<file path="config.mk">
export PLATFORM = sky130hd
export DESIGN_NAME = itfd_top
export DESIGN_NICKNAME = d
export VERILOG_FILES = /design/src/itfd_pkg.sv /design/src/itfd_top.sv
export SDC_FILE = /design/constraint.sdc
export NUM_CORES = 1
export LEC_CHECK = 0
export BUFFER_PORTS_ARGS = -buffer_cell sky130_fd_sc_hd__buf_2
export CAP_MARGIN = 20
export CORE_UTILIZATION = 35
export DETAILED_ROUTE_END_ITERATION = 6
export PLACE_DENSITY = 0.52
export SYNTH_ARGS = -nofsm -noshare
export SYNTH_HDL_FRONTEND = slang
export SYNTH_SLANG_ARGS = --single-unit
</file>
<file path="constraint.sdc">
create_clock -name clk_i -period 2.7 [get_ports clk_i]
set_input_delay 0.27 -clock clk_i [delete_from_list [all_inputs] [get_ports clk_i]]
set_output_delay 0.27 -clock clk_i [all_outputs]
set_load 0.02 [all_outputs]
</file>
<file path="src/itfd_pkg.sv">
// Constants, register map and function codes of the input terminal function decoder
package itfd_pkg;

  // Terminal count and function assignment width
  localparam int unsigned NUM_TERM   = 10;
  localparam int unsigned FN_W       = 6;
  localparam int unsigned TERM_W     = 4;

  // Pulse-capable inputs (fifth and sixth terminal)
  localparam logic [TERM_W-1:0] PULSE_CAPABLE_INPUT_A = 4'h4;
  localparam logic [TERM_W-1:0] PULSE_CAPABLE_INPUT_B = 4'h5;

  // Register byte offsets (word aligned)
  localparam logic [7:0] OFS_FN_BASE   = 8'h00;  // 0x00..0x24, one per terminal
  localparam logic [7:0] OFS_CONFIG    = 8'h28;
  localparam logic [7:0] OFS_FN_STATUS = 8'h2c;
  localparam logic [7:0] OFS_STATUS    = 8'h30;

  // Config register field positions
  localparam int unsigned CFG_CTRL_MODE_BIT   = 0;   // control_mode_setting 0 speed, 1 torque
  localparam int unsigned CFG_PID_DIR_BIT     = 1;   // pid_direction_setting
  localparam int unsigned CFG_GAIN_SRC_LSB    = 2;   // pid_gain_switch_source, 2 bits
  localparam int unsigned CFG_CMD_SRC_LSB     = 4;   // command source, 2 bits
  localparam int unsigned CFG_CMD_MODE_LSB    = 6;   // terminal_command_mode_setting, 2 bits
  localparam int unsigned CFG_FAULT_ACT_LSB   = 8;   // user_fault_action_setting, 2 bits
  localparam int unsigned CFG_RUNTIME_EN_BIT  = 10;  // running-time settings allow clearing
  localparam int unsigned CFG_W               = 11;
  localparam logic [CFG_W-1:0] CFG_RESET      = 11'h000;

  // Status register field positions
  localparam int unsigned ST_TERM_LSB   = 0;
  localparam int unsigned ST_FAULT_LSB  = 16;
  localparam int unsigned ST_MOTOR_LSB  = 24;

  // Reset values
  localparam logic [FN_W-1:0] FN_RESET  = 6'h00;
  localparam logic [31:0]     DAT_RESET = 32'h0000_0000;

  // Function codes handled here
  localparam logic [FN_W-1:0] FN_TORQUE_BLOCK  = 6'd29;
  localparam logic [FN_W-1:0] FN_PULSE_IN      = 6'd30;
  localparam logic [FN_W-1:0] FN_RESERVED      = 6'd31;
  localparam logic [FN_W-1:0] FN_DC_BRAKE_NOW  = 6'd32;
  localparam logic [FN_W-1:0] FN_EXT_FAULT_NC  = 6'd33;
  localparam logic [FN_W-1:0] FN_FREQ_LOCK     = 6'd34;
  localparam logic [FN_W-1:0] FN_PID_REVERSE   = 6'd35;
  localparam logic [FN_W-1:0] FN_PANEL_STOP    = 6'd36;
  localparam logic [FN_W-1:0] FN_TO_COMM       = 6'd37;
  localparam logic [FN_W-1:0] FN_PID_INT_HOLD  = 6'd38;
  localparam logic [FN_W-1:0] FN_MAIN_PRESET   = 6'd39;
  localparam logic [FN_W-1:0] FN_AUX_PRESET    = 6'd40;
  localparam logic [FN_W-1:0] FN_MOTOR_SEL_LO  = 6'd41;
  localparam logic [FN_W-1:0] FN_MOTOR_SEL_HI  = 6'd42;
  localparam logic [FN_W-1:0] FN_PID_GAIN_SW   = 6'd43;
  localparam logic [FN_W-1:0] FN_USER_FAULT_A  = 6'd44;
  localparam logic [FN_W-1:0] FN_USER_FAULT_B  = 6'd45;
  localparam logic [FN_W-1:0] FN_MODE_TOGGLE   = 6'd46;
  localparam logic [FN_W-1:0] FN_EMERG_STOP    = 6'd47;
  localparam logic [FN_W-1:0] FN_DECEL_STOP    = 6'd48;
  localparam logic [FN_W-1:0] FN_DECEL_DC      = 6'd49;
  localparam logic [FN_W-1:0] FN_RUNTIME_CLR   = 6'd50;
  localparam logic [FN_W-1:0] FN_LINE_SWITCH   = 6'd51;
  localparam int unsigned     FN_LO            = 29;
  localparam int unsigned     FN_HI            = 51;
  localparam int unsigned     FN_CNT           = FN_HI - FN_LO + 1;

  // Fault codes
  localparam logic [7:0] EXTERNAL_FAULT_CODE = 8'h0f;  // 15
  localparam logic [7:0] USER_FAULT_CODE_A   = 8'h1b;  // 27
  localparam logic [7:0] USER_FAULT_CODE_B   = 8'h1c;  // 28
  localparam logic [7:0] NO_FAULT_CODE       = 8'h00;

  // Deceleration time selection: fourth set
  localparam logic [1:0] DECEL_TIME_FOURTH = 2'h3;

  // Setting values
  localparam logic [1:0] GAIN_SRC_TERMINAL = 2'h1;

  // Command sources
  typedef enum logic [1:0] {
    ITFD_SRC_PANEL    = 2'b00,
    ITFD_SRC_TERMINAL = 2'b01,
    ITFD_SRC_COMM     = 2'b10
  } itfd_src_e;

  // Terminal command modes
  typedef enum logic [1:0] {
    ITFD_TWO_LINE_1   = 2'b00,
    ITFD_TWO_LINE_2   = 2'b01,
    ITFD_THREE_LINE_1 = 2'b10,
    ITFD_THREE_LINE_2 = 2'b11
  } itfd_mode_e;

endpackage : itfd_pkg

</file>
<file path="src/itfd_top.sv">
// Input terminal function decoder with Wishbone register access
`timescale 1ns/1ns
// How it works
// - Function 29 on blocks torque control and forces speed mode.
// - Function 30 is accepted only on the two pulse-capable inputs.
// - Function 32 rising asks for DC braking at once, no deceleration.
// - Function 33 on reports external fault code fifteen and stops the drive.
// - Function 34 on locks out every output frequency modification.
// - Function 35 on inverts the configured PID direction.
// - Function 36 stops the drive only under operation-panel command source.
// - Function 37 on turns terminal command source into communication.
// - Function 38 on freezes PID integral; P and D keep running.
// - Functions 39 and 40 substitute preset frequency for main and auxiliary.
// - Functions 41 and 42 form a two-bit motor group code.
// - With gain source setting 1, function 43 picks gain set two when on.
// - Functions 44 and 45 raise user faults 27 and 28 with configured action.
// - Function 46 on selects the opposite of the configured control mode.
// - Function 47 on requests fastest stop at the current upper limit.
// - Function 48 decelerates to stop using deceleration time four, any source.
// - Function 49 rising decelerates to stop-brake frequency then DC brakes.
// - Function 50 rising clears running time when running-time settings allow.
// - Function 51 on turns two-line mode 1 into three-line mode 1.
// - Motor code: second terminal is high bit, OFF/OFF is motor 1.
module itfd_top
  import itfd_pkg::*;
(
  input  wire logic                     clk_i,              // System clock, 50 MHz
  input  wire logic                     rst_i,              // Synchronous reset, active high
  input  wire logic [31:0]              wb_adr_i,           // Wishbone byte address
  input  wire logic [31:0]              wb_dat_i,           // Wishbone write data
  input  wire logic [3:0]               wb_sel_i,           // Wishbone byte enables
  input  wire logic                     wb_we_i,            // Wishbone write enable
  input  wire logic                     wb_cyc_i,           // Wishbone cycle
  input  wire logic                     wb_stb_i,           // Wishbone strobe
  output logic [31:0]                   wb_dat_o,           // Wishbone read data
  output logic                          wb_ack_o,           // Wishbone acknowledge
  input  wire logic [itfd_pkg::NUM_TERM-1:0] term_i,        // Filtered terminal levels, 1 = ON
  output logic                          torque_mode_o,      // 1 = torque control, 0 = speed
  output logic                          pulse_input_o,      // Pulse input taken on a capable input
  output logic                          dc_brake_now_o,     // Pulse: DC brake immediately
  output logic                          fault_stop_o,       // Level: fault raised, stop drive
  output logic [7:0]                    fault_code_o,       // Active fault code, 0 none
  output logic [1:0]                    fault_action_o,     // Protection action for user faults
  output logic                          freq_lock_o,        // Ignore frequency modification
  output logic                          pid_reverse_o,      // Effective PID direction
  output logic                          panel_stop_o,       // Panel-equivalent stop
  output logic [1:0]                    cmd_src_o,          // Effective command source
  output logic                          pid_int_hold_o,     // Freeze PID integral
  output logic                          main_preset_o,      // Main source = preset frequency
  output logic                          aux_preset_o,       // Aux source = preset frequency
  output logic [1:0]                    motor_sel_o,        // Motor group, 0 = motor 1
  output logic                          pid_gain_second_o,  // Use second PID gain set
  output logic                          emerg_stop_o,       // Fastest stop at current limit
  output logic                          decel_stop_o,       // Decelerate to stop
  output logic [1:0]                    decel_time_sel_o,   // Deceleration time set in use
  output logic                          decel_dc_brake_o,   // Pulse: decel then DC brake
  output logic                          runtime_clear_o,    // Pulse: clear running time
  output logic [1:0]                    cmd_mode_o          // Effective terminal command mode
);

  // Terminal index of a register offset, or NUM_TERM when not a function register
  function automatic logic [TERM_W-1:0] fn_reg_index(input logic [7:0] ofs);
    logic [7:0] idx;
    idx = (ofs - OFS_FN_BASE) >> 2;
    if (ofs >= OFS_FN_BASE && idx < 8'(NUM_TERM)) begin
      fn_reg_index = idx[TERM_W-1:0];
    end else begin
      fn_reg_index = TERM_W'(NUM_TERM);
    end
  endfunction : fn_reg_index

  // Whether terminal t may carry assignment code
  function automatic logic fn_allowed(input logic [FN_W-1:0] code, input logic [TERM_W-1:0] t);
    fn_allowed = (code >= FN_W'(FN_LO)) && (code <= FN_W'(FN_HI)) && (code != FN_RESERVED) &&
                 ((code != FN_PULSE_IN) || (t == PULSE_CAPABLE_INPUT_A) || (t == PULSE_CAPABLE_INPUT_B));
  endfunction : fn_allowed

  logic [FN_W-1:0]    fn_q   [NUM_TERM];
  logic [FN_W-1:0]    fn_d   [NUM_TERM];
  logic [CFG_W-1:0]   cfg_q, cfg_d;
  logic [31:0]        rdat_q, rdat_d;
  logic               ack_q, ack_d;
  logic [FN_HI:FN_LO] on_q, on_d;
  logic [FN_HI:FN_LO] prev_q;

  logic [7:0]         ofs;
  logic [TERM_W-1:0]  widx;
  logic               req;

  // Bus decode
  assign ofs  = wb_adr_i[7:0];
  assign widx = fn_reg_index(ofs);
  assign req  = wb_cyc_i && wb_stb_i && !ack_q && (wb_adr_i[31:8] == 24'h000000);

  // Register writes and read mux; one wait state, then ack for one cycle
  always_comb begin
    cfg_d  = cfg_q;
    rdat_d = rdat_q;
    ack_d  = wb_cyc_i && wb_stb_i && !ack_q;
    for (int i = 0; i < NUM_TERM; i++) begin
      fn_d[i] = fn_q[i];
    end
    if (req && wb_we_i) begin
      if (widx != TERM_W'(NUM_TERM) && wb_sel_i[0]) begin
        fn_d[widx] = wb_dat_i[FN_W-1:0];
      end else if (ofs == OFS_CONFIG) begin
        if (wb_sel_i[0]) cfg_d[7:0] = wb_dat_i[7:0];
        if (wb_sel_i[1]) cfg_d[CFG_W-1:8] = wb_dat_i[CFG_W-1:8];
      end
    end
    if (req && !wb_we_i) begin
      rdat_d = DAT_RESET;
      if (widx != TERM_W'(NUM_TERM)) begin
        rdat_d[FN_W-1:0] = fn_q[widx];
      end else if (ofs == OFS_CONFIG) begin
        rdat_d[CFG_W-1:0] = cfg_q;
      end else if (ofs == OFS_FN_STATUS) begin
        rdat_d[FN_CNT-1:0] = on_q;
      end else if (ofs == OFS_STATUS) begin
        rdat_d[ST_TERM_LSB +: NUM_TERM] = term_i;
        rdat_d[ST_FAULT_LSB +: 8]       = fault_code_o;
        rdat_d[ST_MOTOR_LSB +: 2]       = motor_sel_o;
      end
    end
  end

  // Bus and register state; unmapped offsets read zero, reads above 0xff return the last read data, unmapped writes drop
  always_ff @(posedge clk_i) begin
    if (rst_i) begin
      cfg_q  <= CFG_RESET;
      rdat_q <= DAT_RESET;
      ack_q  <= 1'b0;
      for (int i = 0; i < NUM_TERM; i++) begin
        fn_q[i] <= FN_RESET;
      end
    end else begin
      cfg_q  <= cfg_d;
      rdat_q <= rdat_d;
      ack_q  <= ack_d;
      for (int i = 0; i < NUM_TERM; i++) begin
        fn_q[i] <= fn_d[i];
      end
    end
  end

  assign wb_ack_o = ack_q;
  assign wb_dat_o = rdat_q;

  // Per-function ON levels; several terminals with one function are ORed
  always_comb begin
    on_d = '0;
    for (int t = 0; t < NUM_TERM; t++) begin
      if (term_i[t] && fn_allowed(fn_q[t], TERM_W'(t))) begin
        on_d[fn_q[t]] = 1'b1;
      end
    end
  end

  // Output next values; every output is a flop
  logic       torque_d, pulse_d, dcb_d, fstop_d, flock_d, pidrev_d, pstop_d;
  logic       ihold_d, mpre_d, apre_d, gain_d, estop_d, dstop_d, ddc_d, rclr_d;
  logic [7:0] fcode_d;
  logic [1:0] src_d, msel_d, mode_d, fact_d, dsel_d;
  logic [1:0] cfg_src, cfg_mode;

  assign cfg_src  = cfg_q[CFG_CMD_SRC_LSB +: 2];
  assign cfg_mode = cfg_q[CFG_CMD_MODE_LSB +: 2];

  always_comb begin
    // Blocking speed mode wins over the mode toggle
    torque_d = (cfg_q[CFG_CTRL_MODE_BIT] ^ on_q[FN_MODE_TOGGLE]) && !on_q[FN_TORQUE_BLOCK];
    pulse_d  = on_q[FN_PULSE_IN];
    dcb_d    = on_q[FN_DC_BRAKE_NOW] && !prev_q[FN_DC_BRAKE_NOW];
    // External fault outranks the two user faults
    if (on_q[FN_EXT_FAULT_NC]) begin
      fcode_d = EXTERNAL_FAULT_CODE;
    end else if (on_q[FN_USER_FAULT_A]) begin
      fcode_d = USER_FAULT_CODE_A;
    end else if (on_q[FN_USER_FAULT_B]) begin
      fcode_d = USER_FAULT_CODE_B;
    end else begin
      fcode_d = NO_FAULT_CODE;
    end
    fstop_d  = on_q[FN_EXT_FAULT_NC] || on_q[FN_USER_FAULT_A] || on_q[FN_USER_FAULT_B];
    flock_d  = on_q[FN_FREQ_LOCK];
    pidrev_d = cfg_q[CFG_PID_DIR_BIT] ^ on_q[FN_PID_REVERSE];
    pstop_d  = on_q[FN_PANEL_STOP] && (cfg_src == ITFD_SRC_PANEL);
    src_d    = (cfg_src == ITFD_SRC_TERMINAL && on_q[FN_TO_COMM]) ? ITFD_SRC_COMM : cfg_src;
    ihold_d  = on_q[FN_PID_INT_HOLD];
    mpre_d   = on_q[FN_MAIN_PRESET];
    apre_d   = on_q[FN_AUX_PRESET];
    msel_d   = {on_q[FN_MOTOR_SEL_HI], on_q[FN_MOTOR_SEL_LO]};
    gain_d   = (cfg_q[CFG_GAIN_SRC_LSB +: 2] == GAIN_SRC_TERMINAL) && on_q[FN_PID_GAIN_SW];
    estop_d  = on_q[FN_EMERG_STOP];
    dstop_d  = on_q[FN_DECEL_STOP];
    dsel_d   = dstop_d ? DECEL_TIME_FOURTH : 2'h0;
    fact_d   = cfg_q[CFG_FAULT_ACT_LSB +: 2];
    ddc_d    = on_q[FN_DECEL_DC] && !prev_q[FN_DECEL_DC];
    rclr_d   = on_q[FN_RUNTIME_CLR] && !prev_q[FN_RUNTIME_CLR] && cfg_q[CFG_RUNTIME_EN_BIT];
    mode_d   = (cfg_mode == ITFD_TWO_LINE_1 && on_q[FN_LINE_SWITCH]) ? ITFD_THREE_LINE_1 : cfg_mode;
  end

  // Decode pipeline: terminals to levels, then levels to requests
  always_ff @(posedge clk_i) begin
    if (rst_i) begin
      on_q              <= '0;
      prev_q            <= '0;
      torque_mode_o     <= 1'b0;
      pulse_input_o     <= 1'b0;
      dc_brake_now_o    <= 1'b0;
      fault_stop_o      <= 1'b0;
      fault_code_o      <= NO_FAULT_CODE;
      fault_action_o    <= 2'h0;
      freq_lock_o       <= 1'b0;
      pid_reverse_o     <= 1'b0;
      panel_stop_o      <= 1'b0;
      cmd_src_o         <= ITFD_SRC_PANEL;
      pid_int_hold_o    <= 1'b0;
      main_preset_o     <= 1'b0;
      aux_preset_o      <= 1'b0;
      motor_sel_o       <= 2'h0;
      pid_gain_second_o <= 1'b0;
      emerg_stop_o      <= 1'b0;
      decel_stop_o      <= 1'b0;
      decel_time_sel_o  <= 2'h0;
      decel_dc_brake_o  <= 1'b0;
      runtime_clear_o   <= 1'b0;
      cmd_mode_o        <= ITFD_TWO_LINE_1;
    end else begin
      on_q              <= on_d;
      prev_q            <= on_q;
      torque_mode_o     <= torque_d;
      pulse_input_o     <= pulse_d;
      dc_brake_now_o    <= dcb_d;
      fault_stop_o      <= fstop_d;
      fault_code_o      <= fcode_d;
      fault_action_o    <= fact_d;
      freq_lock_o       <= flock_d;
      pid_reverse_o     <= pidrev_d;
      panel_stop_o      <= pstop_d;
      cmd_src_o         <= src_d;
      pid_int_hold_o    <= ihold_d;
      main_preset_o     <= mpre_d;
      aux_preset_o      <= apre_d;
      motor_sel_o       <= msel_d;
      pid_gain_second_o <= gain_d;
      emerg_stop_o      <= estop_d;
      decel_stop_o      <= dstop_d;
      decel_time_sel_o  <= dsel_d;
      decel_dc_brake_o  <= ddc_d;
      runtime_clear_o   <= rclr_d;
      cmd_mode_o        <= mode_d;
    end
  end
endmodule : itfd_top

</file>
==> flow_metrics.tcl, run 1 <==
set metrics [dict create \
    leakage_nw 3.533 \
    setup_viol_count_final 0 \
    drt_iter0_markers 1053 \
    postCtsHoldBufs 0 \
    fin_tns_setup_ps 0 \
    drive_gt1_frac 0.1995 \
    die_width_um 156.1 \
    antenna_found_initial 1 \
    io_pins 149 \
    synth_area_leader_cell "dfxtp_1" \
    yosysWarnings 0 \
    ys.flop_type "dfxtp_1" \
    synth.most_common_cell "dfxtp_1" \
    synth.area.top_cells "dfxtp_1 (36%), mux2i_1 (10%), nor2_1 (6.6%)" \
    clk_pin_slew_ps 60 \
    route.detailed.drc 0 \
    fp.coreArea_um2 23400 \
    routedWlPerCell_um 24.06 \
    num_rows 56 \
    initial_core_util 0.3553 \
    ys_types 62 \
    dieArea_um2 24380 \
    synthTopCellsByCount "dfxtp_1 (150), nor2_1 (146), mux2i_1 (83)" \
    synthesis.area_um2 8314 \
    insertion_delay_ps 430 \
    critPathSlowestCell "or4_1" \
    fmax_mhz 474.2 \
    critPathTopFamily "simple AND/OR/NAND/NOR gates" \
    vias 8620 \
    ant_nets 0 \
    rsz0062_at_grt "no" \
    critPathKind "register to register" \
    cts_buffer_depth 2 \
    finalCriticalPeriod_ps 2109 \
    hold_viol 0 \
    h-tree-depth 4 \
    synthToLayoutAreaGrowth_pct 18.19 \
    powerDensity_nw_per_um2 496.7 \
    arrival_ps 2390 \
    yosysSeqAreaShare 0.3612 \
    async_reset_ff_frac 0 \
    slew_headroom 0.5037 \
    crit_required_ps 2980 \
    postSynthCellCount 1011 \
    crit_fanout 9 \
    yosys_register_bits 150 \
    max_stage_delay_ps 700 \
    wl_um 34450 \
    hpwl_um 25600 \
    fp.dieH_um 156.1 \
    crit_path_start_kind "register" \
    p_total_mw 4.881 \
    viasPerCell 6.020 \
    tightest_slew_ps 742.8 \
    postCtsSetupRepairBufs 0 \
    cts_inserted_buffers 17 \
    outcome "complete, no violations" \
    globalRouteOverflowTotal 0 \
    grt_max_degree 57 \
    firstDrtPassIters 6 \
    worstHoldPathType "input port to register" \
    globalplace.congestion 1.012 \
    portBuffers 115 \
    ir_drop_mv 0.3780 \
    cp-end-kind "register" \
    synth_edf_count 0 \
    min_period_over_period 0.7811 \
    synth.avg_cell_area_um2 8.224 \
    clock_sinks 150 \
    cts_tree "yes" \
    drv_cap 0 \
    grt_pass1_vias 7971 \
    synth_top_area_share 0.3612 \
    clock-root-buffer "clkbuf_16" \
    nets 1183 \
    track_usage 0.2841 \
    clock_skew_ps 17.33 \
    cts.repair.resized 0 \
    drv_slew 0 \
    num_antenna_cells 0 \
    grt_pass1_wl_um 51050 \
    worstPathBufferInverterCount 1 \
    crit_chain "nor2b_1, nand4_1, buf_12, or4_1, mux2i_1, nor2_1" \
]
[report_power, final]
group          internal (mW)  leakage, nW  switching, mW
sequential              2.21         1.21       0.000431
clock                   1.46        0.289          0.975
combinational         0.0644         2.04          0.164
[layer usage]
layer	GRT usage	wire length [um]
met1	0.3732	14900
met5	0	13
met4	0.1275	1527
met3	0.06583	2899
met2	0.4407	15110
[path summary, 6_finish.rpt]
path	slack (ps)	start	cells after the start	to
worst min-delay path	90	wb_dat_i[10]	3	cfg_q[10]
worst max register to register	590	wb_ack_o	6	fn_q[8][0]
worst min register to register	390	prev_q[32]	1	dc_brake_now_o
worst max-delay path	590	wb_ack_o	6	fn_q[8][0]
[sequential cells by signal (all words and copies together) (netlist names), 2 cells and up]
name and count:
fault_action_o 2, cfg_q 11, cmd_src_o 2, cmd_mode_o 2, on_q 23, fn_q 60
wb_dat_o 25, fault_code_o 4, prev_q 11
[worst register-to-register path: stages, from the launching register on]
cell and delay, ps:
dfxtp_1 310, nor2b_1 200, nand4_1 240, buf_12 240, or4_1 700, mux2i_1 220, nor2_1 70
[kinds of logic after synthesis]
kind of cell           count (synthesis)  synth area share
buffers and inverters                112           0.06155
AO/OA/AOI/OAI                        177            0.1467
multiplexers                          83           0.09993
AND/OR/NAND/NOR                      486            0.3281
XOR/XNOR                               2          0.002107
flip-flops                           150            0.3612
other                                  1         0.0004510
[per-stage QoR]
stage / area [um2] / hold WS (ps) / utilization / worst slack [ps] / cells
2_1_floorplan: 8352 / 349.4 / - / 675.1 / 1021
3_3_place_gp: 9224 / 370.9 / 0.3941 / 296.2 / 1400
3_5_place_dp: 9224 / 385.8 / 0.3941 / 255.2 / 1400
4_1_cts: 9827 / 80.09 / 0.4199 / 584.9 / 1432
5_1_grt: 9827 / 90.04 / 0.4199 / 407.7 / 1432
6_report: 9827 / 94.86 / 0.4199 / 591.0 / 1432
[cell type report]
type | instances | area [um2]
multi-input cells | 759 | 4848
clock buffers | 22 | 484.2
repair buffers | 160 | 928.4
fillers | 2445 | 13580
clock inverters | 10 | 118.9
well taps | 319 | 399.1
inverters | 12 | 45.04
flip-flops and latches | 150 | 3003
[cell usage in the layout, fill, tap and decap left out, types with 12 or more instances in the layout]
cell type / count
a21oi_1: 34
a221oi_1: 17
a31oi_1: 13
buf_2: 114
buf_4: 45
clkbuf_16: 17
dfxtp_1: 150
inv_1: 12
mux2i_1: 83
nand2_1: 60
nand3_1: 33
nand3b_1: 21
nand4b_1: 22
nor2_1: 146
nor2b_1: 21
nor3_1: 53
nor4_1: 23
o22ai_1: 53
o32ai_1: 12
or3_1: 19
(Power assumes the default switching activity.)
==> run 2: changes to the inputs <==
--- a/config.mk
+++ b/config.mk
@@ -9,7 +9,7 @@
 export CAP_MARGIN = 20
 export CORE_UTILIZATION = 35
 export DETAILED_ROUTE_END_ITERATION = 6
-export PLACE_DENSITY = 0.52
+export PLACE_DENSITY = 0.54
 export SYNTH_ARGS = -nofsm -noshare
 export SYNTH_HDL_FRONTEND = slang
 export SYNTH_SLANG_ARGS = --single-unit
==> constraint.sdc (replaced) <==
create_clock -name clk_i -period 1.9 [get_ports clk_i]
set_input_delay 0.19 -clock clk_i [delete_from_list [all_inputs] [get_ports clk_i]]
set_output_delay 0.19 -clock clk_i [all_outputs]
set_load 0.02 [all_outputs]
==> flow_metrics.tcl, run 2 (synthesis results as in run 1) <==
set metrics [dict create \
    crit_required_ps 2210 \
    dpl.cell_count 1502 \
    outcome "finished with violations" \
    fp.coreArea_um2 23400 \
    largest_reg_flops 60 \
    instances_no_fill 1538 \
    drive_gt1_frac 0.2715 \
    arrival_ps 2150 \
    tightest_slew_ps 601.1 \
    globalRouteOverflowTotal 0 \
    leakage_nw 4.092 \
    h-tree-depth 4 \
    critPathKind "register to register" \
    track_usage 0.2906 \
    powerDensity_nw_per_um2 643.0 \
    layout_common_cells "dfxtp_1 (149), nor2_1 (146), buf_4 (142)" \
    initial_core_util 0.3553 \
    hold_viol 0 \
    grtUsageMet3 0.06444 \
    hpwl_um 26870 \
    clock-root-buffer "clkbuf_16" \
    dieArea_um2 24380 \
    portBuffers 115 \
    n_fill_cell 2398 \
    drt_iter0_markers 985 \
    fp.dieH_um 156.1 \
    antenna_found_initial 1 \
    worstHoldPathType "input port to register" \
    wl_um 35220 \
    clock_sinks 150 \
    postCtsHoldBufs 0 \
    slew_headroom 0.5950 \
    crit_path_start_kind "register" \
    num_antenna_cells 0 \
    violations "DRC" \
    clock_skew_ps 18.82 \
    busiest_layer "met2" \
    io_pins 149 \
    vias 9028 \
    clk_pin_slew_ps 70 \
    cts_buffer_depth 2 \
    ir_drop_mv 0.4073 \
    firstDrtPassIters 7 \
    globalplace.congestion 1.027 \
    insertion_delay_ps 430 \
    cp-end-kind "register" \
    die_width_um 156.1 \
    num_rows 56 \
    synthToLayoutAreaGrowth_pct 29.30 \
    ant_nets 0 \
    drv_slew 0 \
    setup_viol_count_final 0 \
    grt_use_met2 0.4534 \
    rsz0062_at_grt "no" \
    layout_commonest_cell "dfxtp_1" \
    grt_max_degree 62 \
    fmax_mhz 541.8 \
    grtUsageMet1 0.3794 \
    final_util 0.4594 \
    drv_cap 0 \
    cts_inserted_buffers 17 \
    finalCriticalPeriod_ps 1846 \
    min_period_over_period 0.9713 \
    nets 1290 \
    viasPerCell 5.870 \
    route.detailed.drc 4 \
    routedWlPerCell_um 22.90 \
    cts_tree "yes" \
    crit_fanout 8 \
    grt_pass1_wl_um 52570 \
    grt_pass1_vias 8620 \
    top_register "fn_q" \
]
[run 2: final timing paths]
kind                    start                to  slack (ps)  cells past startpoint
setup / recovery   fn_q[2][5]          on_q[38]          50                      5
hold / removal    wb_dat_i[9]          cfg_q[9]          20                      3
setup reg to reg   fn_q[2][5]          on_q[38]          50                      5
hold reg to reg    prev_q[49]  decel_dc_brake_o         390                      1
[run 2: cell type report]
| class | instances | area (um2) | share of cell area |
|---|---|---|---|
| timing repair buffer | 267 | 1848 | 0.1719 |
| multi-input combinational | 759 | 4881 | 0.4540 |
| inverter | 12 | 45.04 | 0.004190 |
| clock buffer | 20 | 446.7 | 0.04155 |
| tap | 319 | 399.1 | 0.03713 |
| sequential | 150 | 3004 | 0.2794 |
| clock inverter | 11 | 126.4 | 0.01176 |
[run 2: worst max-delay path, cell delays in order (launching register included)]
cell and delay (ps):
dfxtp_1 380, nand2_1 80, or3_1 600, o32ai_1 260, nor4_1 90, a21oi_1 320
[run 2: what timing repair did]
action,4_1_cts,5_1_grt
resized for setup,1,9
pin swaps,0,2
setup endpoints to repair,2,18
buffers inserted,0,5
gates cloned,0,0
[run 2: power breakdown]
group	leakage [nW]	total (mW)	internal (mW)	switching, mW
combinational	2.62	0.389	0.143	0.246
sequential	1.21	3.15	3.15	0.00118
clock	0.268	3.38	1.97	1.41
total	4.09	6.91	5.25	1.66
[run 2: through the flow]
| step | setup TNS, ps | power (mW) | instance area, um2 | hold slack, ps | setup WS [ps] |
|---|---|---|---|---|---|
| after floorplan | -241.2 | 3.410 | 8362 | 269.4 | -40.19 |
| after global placement | -4798 | 3.595 | 10110 | 370.9 | -150.2 |
| after detailed placement | -5955 | 3.595 | 10110 | 378.2 | -207.8 |
| after CTS | 0 | 6.947 | 10680 | 3.742 | 3.240 |
| after global routing | 0 | 7.097 | 10750 | 33.13 | 9.732 |
| final | 0 | 6.912 | 10750 | 18.86 | 54.46 |
[run 2: routing by layer]
layer	routed length [um]	vias up
li1	-	4138
met1	15290	4280
met2	15330	499
met3	3055	109
met4	1531	2
met5	9	-
==> run 3: changes to the inputs <==
--- a/config.mk
+++ b/config.mk
@@ -5,11 +5,12 @@
 export SDC_FILE = /design/constraint.sdc
 export NUM_CORES = 1
 export LEC_CHECK = 0
+export ABC_AREA = 1
 export BUFFER_PORTS_ARGS = -buffer_cell sky130_fd_sc_hd__buf_2
 export CAP_MARGIN = 20
 export CORE_UTILIZATION = 35
 export DETAILED_ROUTE_END_ITERATION = 6
-export PLACE_DENSITY = 0.54
+export PLACE_DENSITY = 0.53
 export SYNTH_ARGS = -nofsm -noshare
 export SYNTH_HDL_FRONTEND = slang
 export SYNTH_SLANG_ARGS = --single-unit
==> flow_metrics.tcl, run 3 <==
set metrics [dict create \
    insertion_delay_ps 440 \
    hold_viol 0 \
    routedWlPerCell_um 18.14 \
    yosysSeqAreaShare 0.3015 \
    setup_viol_count_final 0 \
    synth.avg_cell_area_um2 5.821 \
    fmax_mhz 542.8 \
    grt_use_met2 0.5093 \
    synth_area_leader_cell "dfxtp_1" \
    yosys_register_bits 150 \
    tightest_slew_ps 620.5 \
    postSynthCellCount 1711 \
    drv_slew 0 \
    cts_buffer_depth 2 \
    hpwl_um 34850 \
    route.detailed.drc 0 \
    p_total_mw 7.145 \
    initial_core_util 0.3575 \
    grt_pass1_wl_um 63890 \
    drive_gt1_frac 0.2354 \
    synthesis.area_um2 9960 \
    viasPerCell 5.090 \
    synth.most_common_cell "nand2_1" \
    rsz0062_at_grt "yes" \
    crit_fanout 8 \
    layout_commonest_cell "nand2_1" \
    rrSetupSlack_ps 60 \
    num_antenna_cells 0 \
    synthToLayoutAreaGrowth_pct 31.90 \
    holdCritStartpoint "wb_dat_i[3]" \
    slew_headroom 0.5863 \
    max_stage_delay_ps 350 \
    globalRouteOverflowTotal 0 \
    yosysWarnings 0 \
    clk_pin_slew_ps 80 \
    crit_required_ps 2240 \
    r2r_start "fn_q[0][5]" \
    powerDensity_nw_per_um2 543.9 \
    leakage_nw 6.172 \
    final_util 0.4715 \
    antenna_found_initial 0 \
    grtUsageMet1 0.3722 \
    globalplace.congestion 0.9698 \
    worstPathBufferInverterCount 4 \
    ant_nets 0 \
    worst_hold_slack_ps 17.04 \
    portBuffers 115 \
    hold_depth 3 \
    min_period_over_period 0.9697 \
    outcome "complete, no violations" \
    ir_drop_mv 0.3475 \
    dieArea_um2 29140 \
    h-tree-depth 4 \
    grt_max_degree 53 \
    worstHoldPathType "input port to register" \
    num_rows 61 \
    firstDrtPassIters 5 \
    critPathSlowestCell "dfxtp_2" \
    nets 2067 \
    grt_pass1_vias 11110 \
    fp.coreArea_um2 27860 \
    crit_chain "buf_4, nor3_1, nor2_1, nand2_1, buf_4, nor2_1, buf_4, nand2_1, o21ai_0, nor2_1, nand3_1, nand2_1, inv_1" \
    n_fill_cell 2994 \
    whs_endpoint "cfg_q[3]" \
    arrival_ps 2180 \
    wl_um 43090 \
    clock-root-buffer "clkbuf_16" \
    clock_skew_ps 22.51 \
    worst_r2r_endpoint "on_q[39]" \
    crit_path_start_kind "register" \
    ys.flop_type "dfxtp_1" \
    synth.area.top_cells "dfxtp_1 (30%), nand2_1 (17%), nor2_1 (15%)" \
    ys_types 43 \
    async_reset_ff_frac 0 \
    synth_edf_count 0 \
    fin_tns_setup_ps 0 \
    synth_top_area_share 0.3015 \
    die_width_um 170.7 \
    clock_sinks 150 \
    finalCriticalPeriod_ps 1842 \
    track_usage 0.2967 \
    cp-end-kind "register" \
    reg2reg_depth 13 \
    drv_cap 0 \
    busiest_layer "met2" \
    cts_inserted_buffers 17 \
    synthTopCellsByCount "nand2_1 (444), nor2_1 (388), nand3_1 (201)" \
    largest_reg_flops 60 \
    critPathTopFamily "simple AND/OR/NAND/NOR gates" \
    vias 12090 \
    cts_tree "yes" \
    top_register "fn_q" \
    critPathKind "register to register" \
    layout_common_cells "nand2_1 (440), nor2_1 (372), nand3_1 (195)" \
    fp.dieH_um 170.7 \
    drt_iter0_markers 961 \
    grtUsageMet3 0.03331 \
    io_pins 149 \
]
## run 3: changes by cell type after synthesis, sizes merged, moves of 17 or more
cell	before	now
nand2	60	449
nor2	147	409
nand3	33	204
inv	12	174
mux2i	83	0
nand4	8	60
o22ai	53	3
clkbuf	62	26
o21ai	9	42
nand4b	22	0
nor2b	21	0
nor4	26	7
or3	19	0
a221oi	17	0
## run 3: routing by layer
metal	routed length (um)	up-vias	share of wire
li1	-	6000	-
met1	18550	5520	0.43
met2	20190	490	0.47
met3	2580	79	0.060
met4	1772	0	0.041
met5	0	-	0
## run 3: worst register-to-register path, stage by stage, from the launching register on
cell     delay (ps)
dfxtp_2         350
buf_4           150
nor3_1          180
nor2_1           80
nand2_1         100
buf_4           110
nor2_1           40
buf_4           150
nand2_1         110
o21ai_0          90
nor2_1           90
nand3_1         160
nand2_1         100
inv_1            40
## run 3: layout make-up
type                    count  area (um2)  share of cell area
clock buffers              17       425.4             0.03238
inverters                 181       684.4             0.05210
clock inverters            15       193.9             0.01476
well taps                 378       473.0             0.03600
flip-flops and latches    150        3055              0.2326
repair buffers            322        2236              0.1702
multi-input cells        1312        6068              0.4620
## run 3: what timing repair did
action,CTS,global route
gates resized for setup,9,90
endpoints found under the hold margin,6,0
hold buffers,6,0
pin swaps,1,12
buffers inserted,0,3
endpoints found under the setup margin,9,47
## run 3: worst max path at each step
stage | depth (start not counted) | startpoint | slack (ps) | to
after CTS | 10 | fn_q[3][2] | 4 | on_q[39]
after global routing | 13 | fn_q[4][5] | -20 | on_q[51]
after global placement | 11 | wb_adr_i[31] | -20 | fn_q[4][1]
after detailed placement | 11 | wb_adr_i[29] | -40 | fn_q[6][5]
final | 13 | fn_q[0][5] | 60 | on_q[39]
after floorplan | 9 | wb_ack_o | 210 | cfg_q[0]
## run 3: kinds of logic (layout without fill, tap and decap cells)
family | Yosys count | in the layout | share of synthesized area
AOI/OAI and AO/OA | 110 | 110 | 0.06319
other | 1 | 11 | 0.0003765
DFF | 150 | 150 | 0.3015
buffers and inverters | 259 | 535 | 0.1103
and+or+nand+nor | 1191 | 1191 | 0.5246
## run 3: metrics by stage
step,instances,worst slack (ps),area (um2)
finish,2375,57.53,13140
detailed placement,2334,-42.29,12210
global placement,2334,-16.51,12210
floorplan,1721,211.6,9997
global route,2375,-17.98,13140
CTS,2372,4.257,12900
## run 3: power by group
part,switching (mW),total [mW],internal (mW),leakage (nW)
combinational,0.331,0.481,0.150,4.64
clock,1.72,3.53,1.80,0.300
sequential,0.00102,3.14,3.14,1.23
total,2.05,7.15,5.09,6.17
